<file path="config.mk">
export PLATFORM = sky130hd
export DESIGN_NAME = sar_adc_control
export DESIGN_NICKNAME = d
export VERILOG_FILES = /design/src/logic/sar_adc_control.v
export VERILOG_INCLUDE_DIRS = /design/src /design/src/logic
export SDC_FILE = /design/constraint.sdc
export NUM_CORES = 1
export LEC_CHECK = 0
export BUFFER_PORTS_ARGS = -buffer_cell sky130_fd_sc_hd__buf_4
export CELL_PAD_IN_SITES_DETAIL_PLACEMENT = 1
export CELL_PAD_IN_SITES_GLOBAL_PLACEMENT = 1
export CORE_MARGIN = 4
export CORE_UTILIZATION = 30
export CTS_CLUSTER_SIZE = 30
export DETAILED_ROUTE_END_ITERATION = 10
export PLACE_DENSITY_LB_ADDON = 0.1
export REMOVE_ABC_BUFFERS = 1
export SLEW_MARGIN = 20
export SYNTH_ARGS = -nofsm -noshare
export SYNTH_HDL_FRONTEND = slang
export SYNTH_SLANG_ARGS = --single-unit
</file>
<file path="constraint.sdc">
create_clock -name clk_sys -period 2.35 [get_ports clk_sys]
set_input_delay 0.235 -clock clk_sys [delete_from_list [all_inputs] [get_ports clk_sys]]
set_output_delay 0.235 -clock clk_sys [all_outputs]
set_load 0.03 [all_outputs]
</file>
<file path="src/logic/sar_adc_control_defines.vh">
//
// Notes on behaviour
// - writing start bit begins conversion; hardware clears it
// - power bit on runs converter; off shuts down
// - format one: right justified, high six zero
// - format zero: left justified, low six zero
// - clock code picks divide or internal rc
// - port field decodes analog pins and references
// - reset forces shared pins to analog input
// - sleep conversion only on internal rc clock
// - result by successive approximation, ten steps
// - reset clears controls, powers off, aborts conversion
// - completion loads result, clears start, sets flag
// - power-on reset leaves result registers untouched
// - two bit periods before next acquisition
// - conversion start disconnects hold capacitor from pin
// - unimplemented control bits ignore writes, read zero
// - three-bit channel field selects input zero..seven
// - clearing start aborts, result kept, two-period wait
// - full conversion takes twelve bit periods
`ifndef SAR_ADC_CONTROL_DEFINES_VH
`define SAR_ADC_CONTROL_DEFINES_VH

// ***************************************************
// register byte addresses
// ***************************************************
`define OFS_CONTROL_0        5'h00
`define OFS_CONTROL_1        5'h04
`define OFS_RESULT_HIGH      5'h08
`define OFS_RESULT_LOW       5'h0c
`define OFS_DONE_IRQ         5'h10

// ***************************************************
// field positions
// ***************************************************
`define C0_POWER_BIT         0
`define C0_GO_BIT            2
`define C0_CHAN_LSB          3
`define C0_CLKSEL_LSB        6
`define C1_PCFG_LSB          0
`define C1_CLKSEL_HIGH_BIT   6
`define C1_FORMAT_BIT        7
`define IRQ_FLAG_BIT         0
`define IRQ_ENABLE_BIT       1

// ***************************************************
// reset values
// ***************************************************
`define CONTROL_0_RESET      8'h00
`define CONTROL_1_RESET      8'h00
`define PCFG_RESET           4'h0

// ***************************************************
// divider terminal counts (divisor minus one)
// ***************************************************
`define DIV_2_LAST           6'h01
`define DIV_4_LAST           6'h03
`define DIV_8_LAST           6'h07
`define DIV_16_LAST          6'h0f
`define DIV_32_LAST          6'h1f
`define DIV_64_LAST          6'h3f
`define CLKSEL_RC            2'h3

// ***************************************************
// sequence counts in bit periods
// ***************************************************
`define TAD_PER_CONV_LAST    4'hb
`define TAD_HOLDOFF_LAST     4'h1

`endif

</file>
<file path="src/logic/sar_adc_control.v">
// The placing of the registers and the Avalon-MM interface to the registers were left to the implementer.
`include "sar_adc_control_defines.vh"

module sar_adc_control #(
	parameter RES_W = 10
) (
	// clock and reset
	input  wire              clk_sys,
	input  wire              rst_n,
	// avalon-mm slave
	input  wire [4:0]        avs_address,
	input  wire              avs_read,
	input  wire              avs_write,
	input  wire [31:0]       avs_writedata,
	output reg  [31:0]       avs_readdata_q,
	output reg               avs_waitrequest_q,
	// device state
	input  wire              sleep_in,
	output reg               conv_irq_q,
	// analog core
	input  wire              rc_osc_in,
	input  wire              comparator_in,
	output reg               converter_power_on_q,
	output reg  [2:0]        input_channel_select_q,
	output reg               hold_connect_q,
	output reg  [RES_W-1:0]  sar_code_q,
	output reg  [7:0]        analog_input_q,
	output reg               vref_pos_ext_q,
	output reg               vref_neg_ext_q
);

	localparam [1:0] ST_IDLE    = 2'h0;
	localparam [1:0] ST_CONV    = 2'h1;
	localparam [1:0] ST_HOLDOFF = 2'h2;
	localparam [31:0] MSB_IDX   = RES_W - 1;

	// ***************************************************
	// registers
	// ***************************************************
	reg                  go_q;
	reg  [1:0]           clock_select_low_bits_q;
	reg                  clock_select_high_bit_q;
	reg                  result_format_select_q;
	reg  [3:0]           port_config_field_q;
	reg                  done_flag_q;
	reg                  done_irq_enable_q;
	reg  [7:0]           result_high_byte_q;
	reg  [7:0]           result_low_byte_q;
	reg  [1:0]           state_q;
	reg  [3:0]           tad_idx_q;
	reg  [3:0]           bit_idx_q;
	reg  [5:0]           div_cnt_q;
	reg                  rc_meta_q;
	reg                  rc_sync_q;
	reg                  rc_prev_q;
	reg                  cmp_meta_q;
	reg                  cmp_sync_q;

	reg  [5:0]           div_last;
	reg  [7:0]           analog_d;
	reg                  vpos_d;
	reg                  vneg_d;
	reg  [31:0]          rdata_d;
	reg                  go_d;
	reg                  flag_d;

	wire                 access_now = (avs_read | avs_write) & ~avs_waitrequest_q;
	wire                 wr_now     = avs_write & ~avs_waitrequest_q;
	wire                 wr_ctl0    = wr_now & (avs_address == `OFS_CONTROL_0);
	wire                 wr_ctl1    = wr_now & (avs_address == `OFS_CONTROL_1);
	wire                 wr_resh    = wr_now & (avs_address == `OFS_RESULT_HIGH);
	wire                 wr_resl    = wr_now & (avs_address == `OFS_RESULT_LOW);
	wire                 wr_irq     = wr_now & (avs_address == `OFS_DONE_IRQ);
	wire                 use_rc     = (clock_select_low_bits_q == `CLKSEL_RC);
	wire                 rc_tick    = rc_sync_q & ~rc_prev_q;
	wire                 fosc_tick  = (div_cnt_q == div_last) & ~sleep_in;
	wire                 tad_tick   = use_rc ? rc_tick : fosc_tick;
	wire                 converting = (state_q == ST_CONV);
	wire                 done_evt   = converting & go_q & tad_tick & (tad_idx_q == `TAD_PER_CONV_LAST);
	wire [7:0]           ctl0_rd    = {clock_select_low_bits_q, input_channel_select_q, go_q,
	                                   1'b0, converter_power_on_q};
	wire [7:0]           ctl1_rd    = {result_format_select_q, clock_select_high_bit_q, 2'h0, port_config_field_q};

	// ***************************************************
	// synchronisers
	// ***************************************************
	always @(posedge clk_sys) begin
		rc_meta_q  <= rc_osc_in;
		rc_sync_q  <= rc_meta_q;
		rc_prev_q  <= rc_sync_q;
		cmp_meta_q <= comparator_in;
		cmp_sync_q <= cmp_meta_q;
	end

	// ***************************************************
	// conversion clock select
	// ***************************************************
	always @* begin
		case ({clock_select_high_bit_q, clock_select_low_bits_q})
			3'h0:    div_last = `DIV_2_LAST;
			3'h1:    div_last = `DIV_8_LAST;
			3'h2:    div_last = `DIV_32_LAST;
			3'h4:    div_last = `DIV_4_LAST;
			3'h5:    div_last = `DIV_16_LAST;
			3'h6:    div_last = `DIV_64_LAST;
			default: div_last = `DIV_64_LAST;
		endcase
	end

	// divided oscillator stops in sleep, rc keeps running
	always @(posedge clk_sys) begin
		if (!rst_n || state_q == ST_IDLE || fosc_tick) begin
			div_cnt_q <= 6'h00;
		end else if (!sleep_in) begin
			div_cnt_q <= div_cnt_q + 6'h01;
		end
	end

	// ***************************************************
	// port configuration decode
	// ***************************************************
	always @* begin
		vpos_d = 1'b0;
		vneg_d = 1'b0;
		case (port_config_field_q)
			4'h0: analog_d = 8'hff;
			4'h1: begin
				analog_d = 8'hf7;
				vpos_d   = 1'b1;
			end
			4'h2: analog_d = 8'h1f;
			4'h3: begin
				analog_d = 8'h17;
				vpos_d   = 1'b1;
			end
			4'h4: analog_d = 8'h0b;
			4'h5: begin
				analog_d = 8'h03;
				vpos_d   = 1'b1;
			end
			4'h8: begin
				analog_d = 8'hf3;
				vpos_d   = 1'b1;
				vneg_d   = 1'b1;
			end
			4'h9: analog_d = 8'h3f;
			4'ha: begin
				analog_d = 8'h37;
				vpos_d   = 1'b1;
			end
			4'hb: begin
				analog_d = 8'h33;
				vpos_d   = 1'b1;
				vneg_d   = 1'b1;
			end
			4'hc: begin
				analog_d = 8'h13;
				vpos_d   = 1'b1;
				vneg_d   = 1'b1;
			end
			4'hd: begin
				analog_d = 8'h03;
				vpos_d   = 1'b1;
				vneg_d   = 1'b1;
			end
			4'he: analog_d = 8'h01;
			4'hf: begin
				analog_d = 8'h01;
				vpos_d   = 1'b1;
				vneg_d   = 1'b1;
			end
			default: analog_d = 8'h00;
		endcase
	end

	always @(posedge clk_sys) begin
		if (!rst_n) begin
			analog_input_q <= 8'hff;
			vref_pos_ext_q <= 1'b0;
			vref_neg_ext_q <= 1'b0;
		end else begin
			analog_input_q <= analog_d;
			vref_pos_ext_q <= vpos_d;
			vref_neg_ext_q <= vneg_d;
		end
	end

	// ***************************************************
	// control registers
	// ***************************************************
	always @* begin
		go_d = go_q;
		if (done_evt) begin
			go_d = 1'b0;
		end
		if (wr_ctl0) begin
			go_d = avs_writedata[`C0_GO_BIT] & converter_power_on_q;
		end
		if (!converter_power_on_q) begin
			go_d = 1'b0;
		end
		flag_d = done_flag_q;
		if (wr_irq) begin
			flag_d = avs_writedata[`IRQ_FLAG_BIT];
		end
		if (done_evt) begin
			flag_d = 1'b1;
		end
	end

	always @(posedge clk_sys) begin
		if (!rst_n) begin
			go_q                    <= |(`CONTROL_0_RESET & (8'h01 << `C0_GO_BIT));
			converter_power_on_q    <= 1'b0;
			input_channel_select_q  <= 3'h0;
			clock_select_low_bits_q <= 2'h0;
			clock_select_high_bit_q <= 1'b0;
			result_format_select_q  <= 1'b0;
			port_config_field_q     <= `PCFG_RESET;
			done_flag_q             <= 1'b0;
			done_irq_enable_q       <= 1'b0;
			conv_irq_q              <= 1'b0;
		end else begin
			go_q        <= go_d;
			done_flag_q <= flag_d;
			conv_irq_q  <= flag_d & done_irq_enable_q;
			if (wr_ctl0) begin
				converter_power_on_q    <= avs_writedata[`C0_POWER_BIT];
				input_channel_select_q  <= avs_writedata[`C0_CHAN_LSB +: 3];
				clock_select_low_bits_q <= avs_writedata[`C0_CLKSEL_LSB +: 2];
			end
			if (wr_ctl1) begin
				port_config_field_q     <= avs_writedata[`C1_PCFG_LSB +: 4];
				clock_select_high_bit_q <= avs_writedata[`C1_CLKSEL_HIGH_BIT];
				result_format_select_q  <= avs_writedata[`C1_FORMAT_BIT];
			end
			if (wr_irq) begin
				done_irq_enable_q <= avs_writedata[`IRQ_ENABLE_BIT];
			end
		end
	end

	// ***************************************************
	// result registers, no reset
	// ***************************************************
	always @(posedge clk_sys) begin
		if (done_evt) begin
			if (result_format_select_q) begin
				result_high_byte_q <= {6'h00, sar_code_q[RES_W-1 -: 2]};
				result_low_byte_q  <= sar_code_q[7:0];
			end else begin
				result_high_byte_q <= sar_code_q[RES_W-1 -: 8];
				result_low_byte_q  <= {sar_code_q[1:0], 6'h00};
			end
		end else begin
			if (wr_resh) begin
				result_high_byte_q <= avs_writedata[7:0];
			end
			if (wr_resl) begin
				result_low_byte_q <= avs_writedata[7:0];
			end
		end
	end

	// ***************************************************
	// approximation sequencer
	// ***************************************************
	always @(posedge clk_sys) begin
		if (!rst_n) begin
			state_q        <= ST_IDLE;
			tad_idx_q      <= 4'h0;
			bit_idx_q      <= 4'h0;
			sar_code_q     <= {RES_W{1'b0}};
			hold_connect_q <= 1'b0;
		end else if (!converter_power_on_q) begin
			state_q        <= ST_IDLE;
			hold_connect_q <= 1'b0;
		end else begin
			case (state_q)
				ST_IDLE: begin
					hold_connect_q <= ~go_q;
					if (go_q) begin
						state_q        <= ST_CONV;
						tad_idx_q      <= 4'h0;
						bit_idx_q      <= MSB_IDX[3:0];
						sar_code_q     <= {1'b1, {(RES_W-1){1'b0}}};
						hold_connect_q <= 1'b0;
					end
				end
				ST_CONV: begin
					if (!go_q) begin
						state_q   <= ST_HOLDOFF;
						tad_idx_q <= 4'h0;
					end else if (tad_tick) begin
						tad_idx_q <= tad_idx_q + 4'h1;
						if (tad_idx_q == `TAD_PER_CONV_LAST) begin
							state_q   <= ST_HOLDOFF;
							tad_idx_q <= 4'h0;
						end else if (tad_idx_q != 4'h0) begin
							sar_code_q[bit_idx_q] <= cmp_sync_q;
							if (bit_idx_q != 4'h0) begin
								sar_code_q[bit_idx_q - 4'h1] <= 1'b1;
								bit_idx_q                    <= bit_idx_q - 4'h1;
							end
						end
					end
				end
				ST_HOLDOFF: begin
					if (tad_tick) begin
						tad_idx_q <= tad_idx_q + 4'h1;
						if (tad_idx_q == `TAD_HOLDOFF_LAST) begin
							state_q        <= ST_IDLE;
							hold_connect_q <= ~go_q;
						end
					end
				end
				default: state_q <= ST_IDLE;
			endcase
		end
	end

	// ***************************************************
	// bus slave
	// ***************************************************
	always @* begin
		case (avs_address)
			`OFS_CONTROL_0:   rdata_d = {24'h000000, ctl0_rd};
			`OFS_CONTROL_1:   rdata_d = {24'h000000, ctl1_rd};
			`OFS_RESULT_HIGH: rdata_d = {24'h000000, result_high_byte_q};
			`OFS_RESULT_LOW:  rdata_d = {24'h000000, result_low_byte_q};
			`OFS_DONE_IRQ:    rdata_d = {30'h00000000, done_irq_enable_q, done_flag_q};
			default:          rdata_d = 32'h00000000;
		endcase
	end

	always @(posedge clk_sys) begin
		if (!rst_n) begin
			avs_waitrequest_q <= 1'b1;
			avs_readdata_q    <= 32'h00000000;
		end else begin
			if ((avs_read | avs_write) & avs_waitrequest_q) begin
				avs_waitrequest_q <= 1'b0;
				avs_readdata_q    <= rdata_d;
			end else begin
				avs_waitrequest_q <= 1'b1;
			end
			if (access_now && !avs_read) begin
				avs_readdata_q <= 32'h00000000;
			end
		end
	end

endmodule // sar_adc_control

</file>
Yosys cells after proc, flatten, opt, wreduce, memory -nomap -nowiden
Cells that the tools add are included.
{"block": "classes", "n_addsub": 3, "n_lt_le_gt_ge": 4, "eq_ne": 37, "mux": 53, "n_bitwise": 22, "reduce_logical": 30}
{"cell": "8-bit one-hot mux with 12 select lines", "count": 1}
{"cell": "10-bit two-way mux", "count": 6}
{"cell": "8-bit two-way mux", "count": 6}
{"cell": "4-bit two-way mux", "count": 11}
{"cell": "8-bit one-hot mux with 5 select lines", "count": 1}
{"cell": "4-bit == test, second input constant", "count": 9}
{"cell": "6-bit one-hot mux with 5 select lines", "count": 1}
{"cell": "10-bit one-hot mux with 2 select lines", "count": 1}
{"cell": "1-bit AND", "count": 15}
{"cell": "1-bit two-way mux", "count": 13}
{"cell": "2-bit two-way mux", "count": 6}
{"cell": "2-bit != test, second input constant", "count": 6}
{"cell": "4-bit one-hot mux with 3 select lines", "count": 1}
{"cell": "10-bit bitwise mux", "count": 1}
{"cell": "5-bit by 4-bit == test with 1-bit output, second input constant", "count": 2}
{"cell": "4-bit by 5-bit < comparator with 1-bit output, second input constant", "count": 2}
{"cell": "10-bit OR", "count": 1}
{"cell": "5-bit AND reduction", "count": 2}
{"cell": "2-bit nonzero test", "count": 5}
{"cell": "9-bit OR reduction", "count": 1}
{"cell": "1-bit demux with 4-bit select", "count": 2}
{"cell": "4-bit by 1-bit == test with 1-bit output, second input constant", "count": 2}
{"cell": "4-bit by 2-bit == test with 1-bit output, second input constant", "count": 2}
{"cell": "4-bit by 3-bit == test with 1-bit output, second input constant", "count": 2}
{"cell": "other kinds (35)", "count": 50}
{"block": "totals", "register_bits": 107, "input_bits": 44, "wordCells": 177}

Logic depth before layout (Yosys ltp)
{"block": "logic_depth", "depth_word": 12, "mapped_depth": 9, "depth_no_buf": 8}

Worst setup path after synthesis
Ideal clock, no wire load.
{"block": "synth_path", "path_kind": "register -> register", "startpoint": "register clock_select_low_bits_q[1]", "endpoint": "register result_high_byte_q[0], enable pin", "setup_ps": 384, "arrival_ps": 1959, "t_required_ps": 1966, "setup_slack_ps": 7, "path_stages_with_launch": 8, "path_buffers": 2, "path_cell_list": "dfxtp_1 -> a2111oi_2 -> a21oi_2 -> a211oi_4 -> o2111ai_1 -> buf_2 -> buf_2 -> o21ai_0"}
{"block": "synth_via", "elab_chain_len": 8}
{"item": "start: declaration", "line": "sar_adc_control.v:41", "source": "reg [1:0] clock_select_low_bits_q;"}
{"item": "start signal: assignment", "line": "sar_adc_control.v:230", "source": "clock_select_low_bits_q <= avs_writedata[`C0_CLKSEL_LSB +: 2];"}
{"item": "3-bit == test, or another cell as far along", "line": "sar_adc_control.v:99", "source": "case ({clock_select_high_bit_q, clock_select_low_bits_q})"}
{"item": "6-bit one-hot mux with 5 select lines", "line": "sar_adc_control.v:99"}
{"item": "6-bit == test", "line": "sar_adc_control.v:76", "source": "wire fosc_tick = (div_cnt_q == div_last) & ~sleep_in;"}
{"item": "1-bit AND", "line": "sar_adc_control.v:76"}
{"item": "1-bit two-way mux (*)", "line": "sar_adc_control.v:77", "source": "wire tad_tick = use_rc ? rc_tick : fosc_tick;"}
{"item": "1-bit AND (*) (2 in a row)", "line": "sar_adc_control.v:79", "source": "wire done_evt = converting & go_q & tad_tick & (tad_idx_q == `TAD_PER_CONV_LAST);"}
{"item": "2-bit nonzero test (no line) (*)"}
{"item": "end signal: assignment", "line": "sar_adc_control.v:249", "source": "result_high_byte_q <= {6'h00, sar_code_q[RES_W-1 -: 2]};"}
{"item": "end signal: assignment", "line": "sar_adc_control.v:252", "source": "result_high_byte_q <= sar_code_q[RES_W-1 -: 8];"}
{"item": "end signal: assignment", "line": "sar_adc_control.v:257", "source": "result_high_byte_q <= avs_writedata[7:0];"}
{"item": "end: declaration", "line": "sar_adc_control.v:47", "source": "reg [7:0] result_high_byte_q;"}
Mark *: on every way between the ends. The rest lies on a longest branch, timed or not.
A chain may end at the register's enable or synchronous reset.

Worst setup path after layout
{"block": "layout_path", "startpoint": "register clock_select_high_bit_q", "endpoint": "register result_high_byte_q[3] (data pin)"}
{"block": "layout_via", "elab_chain_len": 8}
{"item": "start: declaration", "line": "sar_adc_control.v:42", "source": "reg clock_select_high_bit_q;"}
{"item": "start signal: assignment", "line": "sar_adc_control.v:234", "source": "clock_select_high_bit_q <= avs_writedata[`C1_CLKSEL_HIGH_BIT];"}
{"item": "3-bit == test, or another cell as far along", "line": "sar_adc_control.v:99"}
{"item": "6-bit one-hot mux with 5 select lines (*)", "line": "sar_adc_control.v:99"}
{"item": "6-bit == test (*)", "line": "sar_adc_control.v:76"}
{"item": "1-bit AND (*)", "line": "sar_adc_control.v:76"}
{"item": "1-bit two-way mux (*)", "line": "sar_adc_control.v:77"}
{"item": "1-bit AND (*) (2 in a row)", "line": "sar_adc_control.v:79"}
{"item": "8-bit two-way mux (*)", "line": "sar_adc_control.v:247", "source": "if (done_evt) begin"}
Marked as above.

==> results.sh <==
export IMPL_synth_xor_area_share=0.007903
export IMPL_synth_top_flop_cell="dfxtp_1"
export IMPL_track_usage=0.1546
export IMPL_diodes=0
export IMPL_clk_latency_ns=0.34
export IMPL_worstSetupPathType="register to register"
export IMPL_worstSetupEndpointType="register"
export IMPL_fin_util=0.3794
export IMPL_ys_ff_latch=82
export IMPL_dieHeight_um=129.6
export IMPL_netlist_area_sq_um=4433
export IMPL_startpoint_type="register"
export IMPL_io_buffers=54
export IMPL_antenna_found_initial=0
export IMPL_crit_path_max_fanout=15
export IMPL_grt_pass1_vias=3809
export IMPL_drv_cap=0
export IMPL_drt_iter0_markers=171
export IMPL_required_ns=2.44
export IMPL_gr_total_overflow=0
export IMPL_skew_ns=0.003574
export IMPL_drt_pass1_iter_count=4
export IMPL_vias=3768
export IMPL_clk_pin_slew_worst_paths_ns=0.06
export IMPL_wl_um=12690
export IMPL_power_density_nw_per_um2=566.6
export IMPL_status="complete, no violations"
export IMPL_ys_async_sr_fraction=0
export IMPL_min_period_ns=2.199
export IMPL_rsz0062_at_grt="false"
export IMPL_synth_fa_ha_area_frac=0.04234
export IMPL_crit_family="compound AO/OA/AOI/OAI gates"
export IMPL_cts_sinks=82
export IMPL_final_nets=626
export IMPL_start_util=0.3062
export IMPL_cp_arrival_ns=2.29
export IMPL_clock_fmax_ghz=0.4547
export IMPL_vdd_ir_drop_max_mv=0.3109
export IMPL_ys_seq_area_frac=0.4064
export IMPL_drc_errors=0
export IMPL_grt_max_degree=26
export IMPL_ant_nets=0
export IMPL_syn_inst=499
export IMPL_synthMuxAreaShare=0.06689
export IMPL_globalplace_congestion=0.7422
export IMPL_tightest_slew_ns=0.5968
export IMPL_p_leak_uw=0.002115
export IMPL_pre_cts_ws_ns=0.001346
export IMPL_hp_class="input port to register"
export IMPL_synthSimpleGateAreaFrac=0.2145
export IMPL_synth_top_family_by_area="simple AND/OR/NAND/NOR gates"
export IMPL_root_buffer="clkbuf_16"
export IMPL_final_setup_worst_slack_ns=0.1508
export IMPL_setup_violations=0
export IMPL_cts_tree="built"
export IMPL_vias_per_cell=4.984
export IMPL_die_area_sq_um=16790
export IMPL_dp_hpwl_um=9440
export IMPL_slew_headroom=0.6016
export IMPL_cts_max_path_buffers=2
export IMPL_ys_types=68
export IMPL_num_rows=44
export IMPL_io_pins=103
export IMPL_core_sq_um=14480
export IMPL_crit_path_max_incr_delay_ns=0.37
export IMPL_cp_cell_sequence="buf_6, and4bb_1, o21ai_2, a211oi_4, o2111ai_2, buf_4, a22o_1"
export IMPL_grt_pass1_wl_um=20370
export IMPL_worst_path_buf_inv=2
export IMPL_cts_buffers=9
export IMPL_cpMaxStageDelayCell="dfxtp_4"
export IMPL_drv_slew=0
export IMPL_yosysWarningCount=0
export IMPL_synth_compound_area_frac=0.1741
export IMPL_die_w_um=129.6
export IMPL_hold_viol=0
export IMPL_area_delta_synth_final_pct=23.91
export IMPL_avgSynthCellArea_sq_um=8.884
export IMPL_min_period_over_period=0.9358
export IMPL_drive_gt1_frac=0.2343
export IMPL_ctsHtreeMaxLevel=3
export IMPL_wl_per_cell_um=16.79
export IMPL_synth_edff_count=16
-- worst paths after layout --
kind / slack (ns) / depth (start not counted) / endpoint / startpoint
max reg2reg: 0.15 / 7 / result_high_byte_q[3] / clock_select_high_bit_q
max: 0.15 / 7 / result_high_byte_q[3] / clock_select_high_bit_q
min: 0.17 / 3 / div_cnt_q[1] / sleep_in
min reg2reg: 0.33 / 0 / cmp_sync_q / cmp_meta_q
-- report_power, final --
group / internal, uW / leakage (uW) / switching [uW] / total (uW)
combinational: 56.2 / 0.00128 / 131 / 188
clock: 910 / 0.000153 / 570 / 1480
sequential: 1440 / 0.000682 / 6.67 / 1440
-- cell families after synthesis --
family                   count (synthesis)
other                                    1
XOR/XNOR                                 4
AND/OR/NAND/NOR                        187
AO/OA/AOI/OAI                          114
adder cells (fa/ha/maj)                 15
flip-flops                              82
buffers and inverters                   73
multiplexers                            23
-- per-stage QoR --
stage                     cell area [sq um]  total power [uW]  setup TNS (ns)  hold slack (ns)  cells
after CTS                              5429              3157               0           0.1605    754
after global routing                   5493              3227               0           0.1881    756
after detailed placement               5081              1665               0           0.3171    736
final                                  5493              3112               0           0.1738    756
after global placement                 5081              1662               0           0.3123    736
after floorplan                        4209              1582          -20.56           0.2627    469
-- Yosys cell counts (3+ instances only) --
master    count  area [sq um]
a21oi_1      35         175.2
a22o_1        6         52.55
a22oi_1       7         52.55
a31oi_1       3         18.77
and2_1        4         25.02
and3_1        5         31.28
buf_1         3         11.26
buf_2         4         20.02
buf_4        26         195.2
clkbuf_1     18         67.56
dfxtp_1      66          1321
edfxtp_1     16         480.5
ha_1         15         187.7
inv_1        19         71.32
mux2_2        3         33.78
mux2i_1      15         150.1
mux4_2        5         112.6
nand2_1      61         229.0
nand2b_1      8         50.05
nand3_1      29         145.1
nand3b_1      8         60.06
nor2_1       34         127.6
nor2b_1      10         62.56
nor3_1        3         15.01
nor3b_1       3         22.52
o21a_1        4         30.03
o21ai_0      26         130.1
o21ai_1       3         15.01
o311ai_0      3         26.28
or2_2         4         25.02
or3_1         4         25.02
or4_1         4         30.03
xnor2_1       3         26.28
-- state kept, by name, indices dropped and copies added (netlist names), 2 cells and up --
signal	flops
state_q	2
input_channel_select_q	3
avs_readdata_q	8
result_high_byte_q	8
div_cnt_q	6
clock_select_low_bits_q	2
port_config_field_q	4
tad_idx_q	4
result_low_byte_q	8
bit_idx_q	4
sar_code_q	10
analog_input_q	7
-- cell usage in the layout, fill, tap and decap left out, types with 4 or more instances in the layout --
master | Yosys | layout
a21oi_1 | 35 | 34
a22o_1 | 6 | 6
a22oi_1 | 7 | 7
and2_1 | 4 | 4
and3_1 | 5 | 5
buf_4 | 26 | 80
buf_6 | 1 | 4
clkbuf_16 | 0 | 9
conb_1 | 1 | 24
dfxtp_1 | 66 | 60
edfxtp_1 | 16 | 16
ha_1 | 15 | 14
inv_1 | 19 | 19
mux2i_1 | 15 | 15
mux4_2 | 5 | 5
nand2_1 | 61 | 61
nand2b_1 | 8 | 8
nand3_1 | 29 | 29
nand3b_1 | 8 | 8
nor2_1 | 34 | 34
nor2b_1 | 10 | 10
o21a_1 | 4 | 4
o21ai_0 | 26 | 25
or2_2 | 4 | 4
or3_1 | 4 | 4
or4_1 | 4 | 4
-- layout make-up --
cell class / count / area (sq um)
timing repair buffer: 87 / 685.7
inverter: 20 / 75.07
sequential: 82 / 1817
clock inverter: 2 / 35.03
clock buffer: 14 / 274.0
fill: 1677 / 8986
tap: 184 / 230.2
multi-input combinational: 367 / 2376
-- layer usage --
layer | GRT usage | routed length [um] | share of wire
met2 | 0.2524 | 6123 | 0.48
met5 | 0 | 0 | 0
met1 | 0.2064 | 5808 | 0.46
met3 | 0.02473 | 537 | 0.042
met4 | 0.05807 | 223 | 0.018
-- worst register-to-register path, stage by stage, from the launching register on --
cell	delay, ns
dfxtp_4	0.37
buf_6	0.13
and4bb_1	0.26
o21ai_2	0.09
a211oi_4	0.31
o2111ai_2	0.28
buf_4	0.28
a22o_1	0.23
-- repair_timing --
| action | in CTS | in global routing |
|---|---|---|
| setup endpoints to repair | 7 | 41 |
| resized for setup | 3 | 18 |
| hold buffers | 2 | 0 |
| buffers inserted | 0 | 2 |
| pin swaps | 0 | 8 |
| endpoints found under the hold margin | 2 | 0 |
| cloned | 0 | 0 |
Note: power is estimated with default switching activity, not from simulation.
